`src/rtl/sps_pkg.sv`:
```
// Package with register map, reset values, timing constants and state types.
package sps_pkg;
    localparam logic [7:0] OFF_CTRL = 8'h00;
    localparam logic [7:0] OFF_SRC = 8'h04;
    localparam logic [7:0] OFF_MIN = 8'h08;
    localparam logic [7:0] OFF_MAX = 8'h0c;
    localparam logic [7:0] OFF_POSLIM = 8'h10;
    localparam logic [7:0] OFF_NEGLIM = 8'h14;
    localparam logic [7:0] OFF_RAMPUP = 8'h18;
    localparam logic [7:0] OFF_STATUS = 8'h1c;
    localparam logic [7:0] OFF_SETPOINT = 8'h20;
    localparam logic [7:0] OFF_TARGET = 8'h24;
    localparam logic [7:0] OFF_FIXED = 8'h40;
    localparam logic [7:0] OFF_FIXED_LAST = 8'h7c;
    localparam int FIXED_COUNT = 16;
    localparam int SEL_BITS = 4;
    localparam logic [15:0] FIXED_SOURCE_CODE = 16'h0400;
    // Control register field positions.
    localparam int CTRL_DIRECT = 0;
    localparam int CTRL_RAMP_EXT = 1;
    localparam int CTRL_NEG_INH = 2;
    localparam int CTRL_POS_INH = 3;
    localparam int CTRL_INV_BUS = 4;
    localparam int CTRL_INV_EN = 5;
    localparam int CTRL_RUN_BUS = 6;
    localparam int CTRL_SEL_SRC = 8;
    localparam int SRC_SUPP = 16;
    localparam int CW_INVERT_BIT = 11;
    localparam int CW_RUN_BIT = 0;
    localparam int DIN_RUN = 0;
    localparam int DIN_INVERT = 1;
    localparam int STAT_OVERSPEED = 0;
    localparam int STAT_AT_TARGET = 1;
    localparam int STAT_RUN = 2;
    localparam int FRAC_BITS = 16;
    localparam int JERK_SHIFT = 4;
    localparam logic [5:0] DIV_LAST = 6'h2f;
    localparam logic [47:0] ACC_CEIL = 48'h3fff_ffff_ffff;
    // Reset values.
    localparam logic [31:0] CTRL_RESET = 32'h0000_0002;
    localparam logic [31:0] SRC_RESET = 32'h0000_0000;
    localparam logic [31:0] MIN_RESET = 32'h0000_0000;
    localparam logic [31:0] MAX_RESET = 32'h0000_05dc;
    localparam logic [31:0] POSLIM_RESET = 32'h0003_3450;
    localparam logic [31:0] NEGLIM_RESET = 32'hfffc_cbb0;
    localparam int RAMP_UP_TIME_S = 10;
    localparam int MS_PER_S = 1000;
    localparam logic [31:0] RAMPUP_RESET = 32'(RAMP_UP_TIME_S * MS_PER_S);
    // The ramp advances once per millisecond tick.
    localparam int TICK_TIME_NS = 1000000;
    localparam int CLK_PERIOD_NS = 25;
    localparam int TICK_CYCLES = TICK_TIME_NS / CLK_PERIOD_NS;

    typedef struct packed {
        logic busy;
        logic done;
        logic [5:0] cnt;
        logic [47:0] quo;
        logic [32:0] rem;
        logic [31:0] dsr;
        logic [47:0] result;
    } sps_div_t;

    typedef struct packed {
        logic [31:0] ctrl;
        logic [31:0] src;
        logic [31:0] minSpd;
        logic [31:0] maxSpd;
        logic [31:0] posLim;
        logic [31:0] negLim;
        logic [31:0] rampMs;
        logic [FIXED_COUNT-1:0][31:0] fixedVal;
        logic overspeed;
        logic [SEL_BITS-1:0] dinMeta;
        logic [SEL_BITS-1:0] dinSync;
        logic [31:0] mainSp;
        logic [31:0] suppSp;
        logic [31:0] target;
        logic [47:0] rampSp;
        logic [47:0] curAcc;
        logic [47:0] accMax;
        logic [15:0] tickCnt;
        logic tick;
        logic [31:0] rdata;
    } sps_state_t;
endpackage

```
`src/rtl/sps_speed_setpoint_channel.sv`:
```
// Speed setpoint channel: fixed setpoints, shaping chain, ramp, APB slave.
//
// Behaviour
// - Fixed source code routes fixed result to main
// - Fixed source code routes fixed result to supplementary
// - Up to sixteen fixed setpoint results selectable
// - Direct mode sums four gated fixed values
// - Binary mode picks one of sixteen values
// - Mode setting one selects direct summing
// - Selection bits each taken from assigned source
// - Inversion signal one negates the setpoint
// - Inversion connectable to control word bit 11
// - Both directions allowed after reset
// - Negative inhibit blocks negative setpoints
// - Positive inhibit blocks positive setpoints
// - No steady setpoint below minimum speed; the later clamps, double inhibit and run off can still go below it
// - Clamp magnitude to maximum speed, default 1500
// - Flag when actual speed exceeds maximum
// - Positive limit, default 210000 rpm
// - Negative limit, default minus 210000 rpm
// - Maximum speed is the ramp reference
// - Ramp limits setpoint change per tick
// - Technology controller source bypasses the ramp
// - Extended ramp limits acceleration and jerk
// - Basic ramp limits acceleration only
// - Ramp type zero basic, one extended, default extended
// - Ramp-up time zero to maximum, default 10 s
//
// Register access over APB and the register addresses were left to the implementer.
`timescale 1ns/10ps
module sps_speed_setpoint_channel #(
    parameter int TICK_CYCLES = sps_pkg::TICK_CYCLES
) (
    input wire logic sys_clk,
    input wire logic sys_rst,
    input wire logic clkEn,
    input wire logic psel,
    input wire logic penable,
    input wire logic pwrite,
    input wire logic [7:0] paddr,
    input wire logic [31:0] pwdata,
    output logic [31:0] prdata,
    output logic pready,
    output logic pslverr,
    input wire logic [3:0] digitalIn,
    input wire logic [15:0] fieldbusCtrl,
    input wire logic [31:0] fieldbusSetpoint,
    input wire logic techCtrlActive,
    input wire logic [31:0] techSetpoint,
    input wire logic [31:0] actualSpeed,
    output logic [31:0] mainSetpoint,
    output logic [31:0] suppSetpoint,
    output logic [31:0] speedSetpoint,
    output logic overspeedAlarm
);
    sps_pkg::sps_state_t st;
    sps_pkg::sps_state_t next_st;
    logic [3:0] selBits;
    logic runSig;
    logic mapped;
    logic apbWrite;
    logic divBusy;
    logic divDone;
    logic [47:0] divQuot;

    // Zero wait states; a low clock enable stretches the access phase.
    assign pready = clkEn;
    assign mapped = (paddr[1:0] == 2'h0) && (paddr <= sps_pkg::OFF_TARGET
        || (paddr >= sps_pkg::OFF_FIXED && paddr <= sps_pkg::OFF_FIXED_LAST));
    assign pslverr = psel && penable && !mapped;
    assign apbWrite = psel && penable && pwrite && mapped;

    always_comb
    begin
        for (int i = 0; i < sps_pkg::SEL_BITS; i++)
            selBits[i] = st.ctrl[sps_pkg::CTRL_SEL_SRC + i] ? fieldbusCtrl[i]
                : st.dinSync[i];
        runSig = st.ctrl[sps_pkg::CTRL_RUN_BUS]
            ? fieldbusCtrl[sps_pkg::CW_RUN_BIT]
            : st.dinSync[sps_pkg::DIN_RUN];
    end

    // Continuous recompute keeps the rate current after any config write.
    sps_divider i_sps_divider (
        .sys_clk(sys_clk),
        .sys_rst(sys_rst),
        .clkEn(clkEn),
        .start(!divBusy),
        .dividend({st.maxSpd, 16'h0000}),
        .divisor(st.rampMs),
        .busy(divBusy),
        .done(divDone),
        .quotient(divQuot)
    );

    always_comb
    begin
        logic signed [31:0] fixedRes;
        logic signed [31:0] v;
        logic signed [31:0] minS;
        logic signed [31:0] maxS;
        logic signed [31:0] act;
        logic invSig;
        logic negInh;
        logic posInh;
        logic signed [48:0] diff;
        logic [48:0] absDiff;
        logic [47:0] step;
        logic [47:0] jStep;
        logic [47:0] accUp;
        next_st = st;
        fixedRes = '0;
        v = '0;
        minS = $signed(st.minSpd);
        maxS = $signed(st.maxSpd);
        act = $signed(actualSpeed);
        invSig = 1'b0;
        negInh = st.ctrl[sps_pkg::CTRL_NEG_INH];
        posInh = st.ctrl[sps_pkg::CTRL_POS_INH];
        diff = '0;
        absDiff = '0;
        step = '0;
        jStep = '0;
        accUp = '0;

        next_st.dinMeta = digitalIn;
        next_st.dinSync = st.dinMeta;

        // Read data is captured in the setup cycle.
        if (psel && !penable)
        begin
            if (paddr == sps_pkg::OFF_CTRL)
                next_st.rdata = st.ctrl;
            else if (paddr == sps_pkg::OFF_SRC)
                next_st.rdata = st.src;
            else if (paddr == sps_pkg::OFF_MIN)
                next_st.rdata = st.minSpd;
            else if (paddr == sps_pkg::OFF_MAX)
                next_st.rdata = st.maxSpd;
            else if (paddr == sps_pkg::OFF_POSLIM)
                next_st.rdata = st.posLim;
            else if (paddr == sps_pkg::OFF_NEGLIM)
                next_st.rdata = st.negLim;
            else if (paddr == sps_pkg::OFF_RAMPUP)
                next_st.rdata = st.rampMs;
            else if (paddr == sps_pkg::OFF_STATUS)
                next_st.rdata = {29'h0, runSig,
                    st.rampSp == {st.target, 16'h0000}, st.overspeed};
            else if (paddr == sps_pkg::OFF_SETPOINT)
                next_st.rdata = st.rampSp[47:16];
            else if (paddr == sps_pkg::OFF_TARGET)
                next_st.rdata = st.target;
            else if (mapped)
                next_st.rdata = st.fixedVal[paddr[5:2]];
            else
                next_st.rdata = '0;
        end

        if (apbWrite)
        begin
            if (paddr == sps_pkg::OFF_CTRL)
                next_st.ctrl = {20'h0, pwdata[11:8], 1'b0, pwdata[6:0]};
            else if (paddr == sps_pkg::OFF_SRC)
                next_st.src = pwdata;
            else if (paddr == sps_pkg::OFF_MIN)
                next_st.minSpd = pwdata;
            else if (paddr == sps_pkg::OFF_MAX)
                next_st.maxSpd = pwdata;
            else if (paddr == sps_pkg::OFF_POSLIM)
                next_st.posLim = pwdata;
            else if (paddr == sps_pkg::OFF_NEGLIM)
                next_st.negLim = pwdata;
            else if (paddr == sps_pkg::OFF_RAMPUP)
                next_st.rampMs = pwdata;
            else if (paddr == sps_pkg::OFF_STATUS)
            begin
                if (pwdata[sps_pkg::STAT_OVERSPEED])
                    next_st.overspeed = 1'b0;
            end
            else if (paddr >= sps_pkg::OFF_FIXED)
                next_st.fixedVal[paddr[5:2]] = pwdata;
        end

        // A new overspeed event wins over a clear in the same cycle.
        if ((act < 0 ? -act : act) > maxS)
            next_st.overspeed = 1'b1;

        if (st.ctrl[sps_pkg::CTRL_DIRECT])
        begin
            for (int i = 0; i < sps_pkg::SEL_BITS; i++)
                if (selBits[i])
                    fixedRes = fixedRes + $signed(st.fixedVal[i]);
        end
        else
        begin
            // Code zero reads entry 0, which is zero until written.
            fixedRes = $signed(st.fixedVal[selBits]);
        end

        // Sources other than fixed and fieldbus are not part of this block.
        next_st.mainSp = (st.src[15:0] == sps_pkg::FIXED_SOURCE_CODE)
            ? fixedRes : fieldbusSetpoint;
        next_st.suppSp = (st.src[31:16] == sps_pkg::FIXED_SOURCE_CODE)
            ? fixedRes : 32'h0000_0000;

        // Shaping chain in its fixed order.
        v = $signed(st.mainSp) + $signed(st.suppSp);
        invSig = st.ctrl[sps_pkg::CTRL_INV_EN]
            && (st.ctrl[sps_pkg::CTRL_INV_BUS]
            ? fieldbusCtrl[sps_pkg::CW_INVERT_BIT]
            : st.dinSync[sps_pkg::DIN_INVERT]);
        if (invSig)
            v = -v;
        if (negInh && v < 0)
            v = '0;
        if (posInh && v > 0)
            v = '0;
        if ((v < 0 ? -v : v) < minS)
            v = (v < 0 || posInh) ? -minS : minS;
        if (negInh && posInh)
            v = '0;
        if (v > maxS)
            v = maxS;
        if (v < -maxS)
            v = -maxS;
        if (v > $signed(st.posLim))
            v = $signed(st.posLim);
        if (v < $signed(st.negLim))
            v = $signed(st.negLim);
        if (!runSig)
            v = '0;
        next_st.target = v;

        if (divDone)
            next_st.accMax = divQuot[47] ? sps_pkg::ACC_CEIL : divQuot;

        next_st.tick = 1'b0;
        if (st.tickCnt == 16'(TICK_CYCLES - 1))
        begin
            next_st.tickCnt = '0;
            next_st.tick = 1'b1;
        end
        else
        begin
            next_st.tickCnt = st.tickCnt + 16'h0001;
        end

        diff = $signed({st.target[31], st.target, 16'h0000})
            - $signed({st.rampSp[47], st.rampSp});
        absDiff = diff < 0 ? 49'(-diff) : 49'(diff);
        jStep = (st.accMax >> sps_pkg::JERK_SHIFT) | 48'h1;
        accUp = st.curAcc + jStep;
        if (st.ctrl[sps_pkg::CTRL_RAMP_EXT])
            step = st.curAcc;
        else
            step = st.accMax;

        if (techCtrlActive)
        begin
            next_st.rampSp = {techSetpoint, 16'h0000};
            next_st.curAcc = '0;
        end
        else if (st.tick)
        begin
            if (absDiff <= {1'b0, step})
            begin
                next_st.rampSp = {st.target, 16'h0000};
                next_st.curAcc = '0;
            end
            else
            begin
                next_st.rampSp = diff < 0 ? st.rampSp - step
                    : st.rampSp + step;
                // Acceleration itself rises gradually in the extended ramp.
                next_st.curAcc = (accUp > st.accMax) ? st.accMax : accUp;
            end
        end
    end

    always_ff @(posedge sys_clk)
    begin
        if (sys_rst)
        begin
            st <= '0;
            st.ctrl <= sps_pkg::CTRL_RESET;
            st.src <= sps_pkg::SRC_RESET;
            st.minSpd <= sps_pkg::MIN_RESET;
            st.maxSpd <= sps_pkg::MAX_RESET;
            st.posLim <= sps_pkg::POSLIM_RESET;
            st.negLim <= sps_pkg::NEGLIM_RESET;
            st.rampMs <= sps_pkg::RAMPUP_RESET;
        end
        else if (clkEn)
        begin
            st <= next_st;
        end
    end

    assign prdata = st.rdata;
    assign mainSetpoint = st.mainSp;
    assign suppSetpoint = st.suppSp;
    assign speedSetpoint = st.rampSp[47:16];
    assign overspeedAlarm = st.overspeed;
endmodule

```
`src/rtl/sps_divider.sv`:
```
// Serial restoring divider used to derive the ramp acceleration.
`timescale 1ns/10ps
module sps_divider (
    input wire logic sys_clk,
    input wire logic sys_rst,
    input wire logic clkEn,
    input wire logic start,
    input wire logic [47:0] dividend,
    input wire logic [31:0] divisor,
    output logic busy,
    output logic done,
    output logic [47:0] quotient
);
    sps_pkg::sps_div_t st;
    sps_pkg::sps_div_t next_st;

    always_comb
    begin
        logic [32:0] trial;
        logic qbit;
        next_st = st;
        trial = {st.rem[31:0], st.quo[47]};
        qbit = 1'b0;
        next_st.done = 1'b0;
        if (!st.busy)
        begin
            if (start)
            begin
                next_st.busy = 1'b1;
                next_st.cnt = '0;
                next_st.quo = dividend;
                next_st.rem = '0;
                next_st.dsr = divisor;
            end
        end
        else
        begin
            // A zero divisor yields all ones, which the caller clamps.
            if (trial >= {1'b0, st.dsr})
            begin
                qbit = 1'b1;
                next_st.rem = trial - {1'b0, st.dsr};
            end
            else
            begin
                next_st.rem = trial;
            end
            next_st.quo = {st.quo[46:0], qbit};
            next_st.cnt = st.cnt + 6'h01;
            if (st.cnt == sps_pkg::DIV_LAST)
            begin
                next_st.busy = 1'b0;
                next_st.done = 1'b1;
                next_st.result = {st.quo[46:0], qbit};
            end
        end
    end

    always_ff @(posedge sys_clk)
    begin
        if (sys_rst)
            st <= '0;
        else if (clkEn)
            st <= next_st;
    end

    assign busy = st.busy;
    assign done = st.done;
    assign quotient = st.result;
endmodule

```
`config.mk`:
```
export PLATFORM = sky130hd
export DESIGN_NAME = sps_speed_setpoint_channel
export DESIGN_NICKNAME = d
export VERILOG_FILES = /design/src/rtl/sps_pkg.sv /design/src/rtl/sps_speed_setpoint_channel.sv /design/src/rtl/sps_divider.sv
export SDC_FILE = /design/constraint.sdc
export NUM_CORES = 2
export LEC_CHECK = 0
export ABC_CLOCK_PERIOD_IN_PS = 52200
export BUFFER_PORTS_ARGS = -buffer_cell sky130_fd_sc_hd__buf_2
export CAP_MARGIN = 20
export CORE_ASPECT_RATIO = 0.9
export CORE_MARGIN = 5
export CORE_UTILIZATION = 50
export CTS_CLUSTER_SIZE = 25
export DETAILED_ROUTE_END_ITERATION = 10
export PLACE_DENSITY = 0.66
export SETUP_SLACK_MARGIN = 0.2
export SKIP_LAST_GASP = 1
export SYNTH_ARGS = -nofsm -noshare
export SYNTH_HDL_FRONTEND = slang
export SYNTH_SLANG_ARGS = --single-unit
```
`constraint.sdc`:
```
create_clock -name sys_clk -period 52.2 [get_ports sys_clk]
set_clock_uncertainty 0.05 [all_clocks]
set_input_delay 2.61 -clock sys_clk [delete_from_list [all_inputs] [get_ports sys_clk]]
set_output_delay 2.61 -clock sys_clk [all_outputs]
set_load 0.05 [all_outputs]
```
==> results.md <==
- Share of cells above drive strength 1: between 10 and 15%
- Fillcell total: 15810
- Most frequent CP cell: a21o_1
- # Max-Cap Violations: 0
- CTS tree: built
- Number of port buffers: 282
- Clk pin slew, worst setup/hold paths: 60 ps
- Root Buffer: clkbuf_16
- Unrepaired setup endpoints after global routing: false
- Final setup viols: 0
- Largest area contributor in the netlist: dfxtp_1
- Cts bufs inserted: 137
- Initial antenna violation count: 32
- Maximum clock frequency: a little under 40 MHz
- Synth async-reset ratio: 0%
- GRT Overall Usage: roughly 36%
- Clock period minus worst slack: 25970 ps
- Vias in the first global route: about 77000
- Worst Setup Start Kind: input pin
- Starting Density: 50.12%
- Cell Area, Synth: between 0.08 and 0.09 mm2
- CTS max path bufs: 3
- Fin Setup TNS: 0 ps
- Power per cell area: roughly 50 mW/mm2
- Post-synth cell types: 105
- Synth top area share: 28.00%
- Crit-path slowest cell: nor4_1
- GPL Wtd Cong: 1.026
- Total power: ~4700 uW
- Detailed placement HPWL: 239800 um
- Core Box Area: 0.1684 mm2
- H-tree level count: 4
- Final ANT Viol Nets: 0
- I/O pin total: 294
- Critical setup path kind: in2reg
- Post-route DRC: 0
- DRT iter0 DRCs: 10290
- CP max stage delay: 910 ps
- Drt pass-1 iters: 8
- Nets@finish: 11290
- Final worst-path cycle share: approximately half
- Final Hold Viols: 0
- Reg area: 0.02363 mm2
- Max Slew Vio Count: 0
- First-pass GRT wire length: a little under 500000 um
- Multi-input gate area: approximately 0.056 mm2
- Post-CTS setup buffers: 0
- # resized after CTS: 0
- Slew margin rel.: 21.38%
- Syn_nets: about 12000
- Vias: 83240
- Flops & latches, synth: 1180
- Clock sink count: 1180
- Wire length per cell: 26.14 um
- Routed WL: 337900 um
- Main synth FF type: dfxtp_1
- Top-count cell post-synth: nand2_1
- CP max FO: 95
- Largest net degree at the start of global routing: 157
- Post-synthesis sequential area ratio: 28.00%
- Layout area overhead: 7.646%
- Row count: 143
- Post-Layout Cell Count: about 13000
- Max rail drop VDD: 268.8 uV
- Synth top cells by count: nand2_1, a21oi_1, dfxtp_1, nor2_1, clkbuf_1
- Die area: 0.1771 mm2
- Leakage: 0.03552 uW
- Synthesis warning total: 0
- # hold bufs at CTS: 0
- Vias per cell: 6.440
- Actual slew at the worst max-slew pin: 1179 ps
- Required @ worst endpoint: around 53000 ps
- Grt ovf: 0
- Gate Count Post-Synth: 10880
- Worst hold path class: reg2reg
- Post-synth EDFFs: 0
- Crit path DAT: around 27000 ps
- Chip height: 399.7 um
- Area contributors post-synth: dfxtp_1, nand2_1, ha_1
- Inst Count DP: 12650
- Clock latency on the worst-skew pair: 820 ps
- Outcome: finished, final reports clean
- Setup slack, reg-to-reg: 26480 ps
- Crit path capture type: register
- DIE WIDTH: about 440 um
- Syn_area_per_cell: a little under 8 um2
==> critical path: cells and delay by family <==
family / cells / cell delay (ps)
XOR/XNOR: 3 / 1190
multiplexers: 4 / 1800
adder cells (fa/ha/maj): 6 / 1730
AO/OA/AOI/OAI: 39 / 8020
buffers and inverters: 10 / 3200
AND/OR/NAND/NOR: 32 / 7840
==> where the power goes <==
part | switching [uW] | internal (uW)
clock network | 426 | 574
registers | 45.3 | 929
logic | 1600 | 1100
total | 2070 | 2610
==> routing by layer <==
layer,global-route usage (%),share of wire (%),vias to the layer above
li1,-,-,37950
met1,45.97,39,39620
met2,54.95,43,4617
met3,9.171,11,1039
met4,24.26,7.7,6
met5,0,0.011,-
==> per-stage QoR <==
stage,hold slack [ps],setup slack [ps],utilization [%],area [um2]
after CTS,405.1,27420,53.84,90640
after global routing,422.1,25490,53.93,90810
after global placement,393.2,26830,51.12,86070
after floorplan,386.3,32200,-,84380
final,404.5,26230,53.95,90830
after detailed placement,396.8,26670,51.12,86070
==> cells by family (layout without fill, tap and decap cells) <==
| group | after synthesis | after routing | share of synthesized area, % |
|---|---|---|---|
| adders and majority gates | 576 | 576 | 8.603 |
| other | 0 | 24 | 0 |
| muxes | 524 | 524 | 10.08 |
| and+or+nand+nor | 3938 | 3938 | 20.44 |
| DFF | 1180 | 1180 | 28.00 |
| xor gates and xnor gates | 499 | 499 | 5.180 |
| AOI/OAI and AO/OA | 2931 | 2931 | 21.57 |
| buffers and inverters | 1231 | 1006 | 6.133 |
==> final timing paths <==
check	endpoint	cells after the start	startpoint
max	st[196]$_SDFFE_PP0P_	94	fieldbusCtrl[11]
min	i_sps_divider.st[60]$_SDFFE_PP0P_	2	i_sps_divider.st[60]$_SDFFE_PP0P_
max reg2reg	st[196]$_SDFFE_PP0P_	96	mainSetpoint[0]$_SDFFE_PP0P_
min reg2reg	i_sps_divider.st[60]$_SDFFE_PP0P_	2	i_sps_divider.st[60]$_SDFFE_PP0P_
==> sequential cells by signal (all words and copies together), names as in the netlist <==
register	flops
i_sps_divider.busy	1
i_sps_divider.done	1
next_st	4
suppSetpoint	32
i_sps_divider.quotient	48
speedSetpoint	32
i_sps_divider.st	118
st	879
overspeedAlarm	1
mainSetpoint	32
prdata	32
==> placed cells by master, fill, tap and decap left out, types with 27 or more instances in the layout <==
cell and n:
nand2_1 2211, a21oi_1 1253, dfxtp_1 1176, nor2_1 604, ha_1 569, o21ai_0 403, inv_1 357, xnor2_1 295
buf_2 277, mux4_2 257, a211oi_1 239, mux2i_1 230, a21o_1 210, nand3_1 207, xor2_1 204, nor3_1 189
clkbuf_16 140, nand4_1 114, nand2b_1 113, buf_4 112, o211ai_1 106, nor2b_1 87, and2_1 76, a31oi_1 75
o31ai_1 74, o21a_1 70, o22ai_1 66, and3_1 64, a22oi_1 59, or3_1 50, nor4_1 40, a32oi_1 38
a221oi_1 35, mux2_2 31, o21ai_1 28, a32o_1 27, clkbuf_1 27, clkbuf_8 27
==> final cells by class <==
class                           instances  share of cell area (%)
Antenna cell                           24                 0.06612
Clock buffer                          194                   4.378
Clock inverter                         50                  0.6557
Inverter                              359                   1.484
Multi-Input combinational cell       8468                   61.55
Sequential cell                      1180                   26.02
Tap cell                             2247                   3.095
Timing Repair Buffer                  403                   2.758
Power figures use the tool's default switching activity.
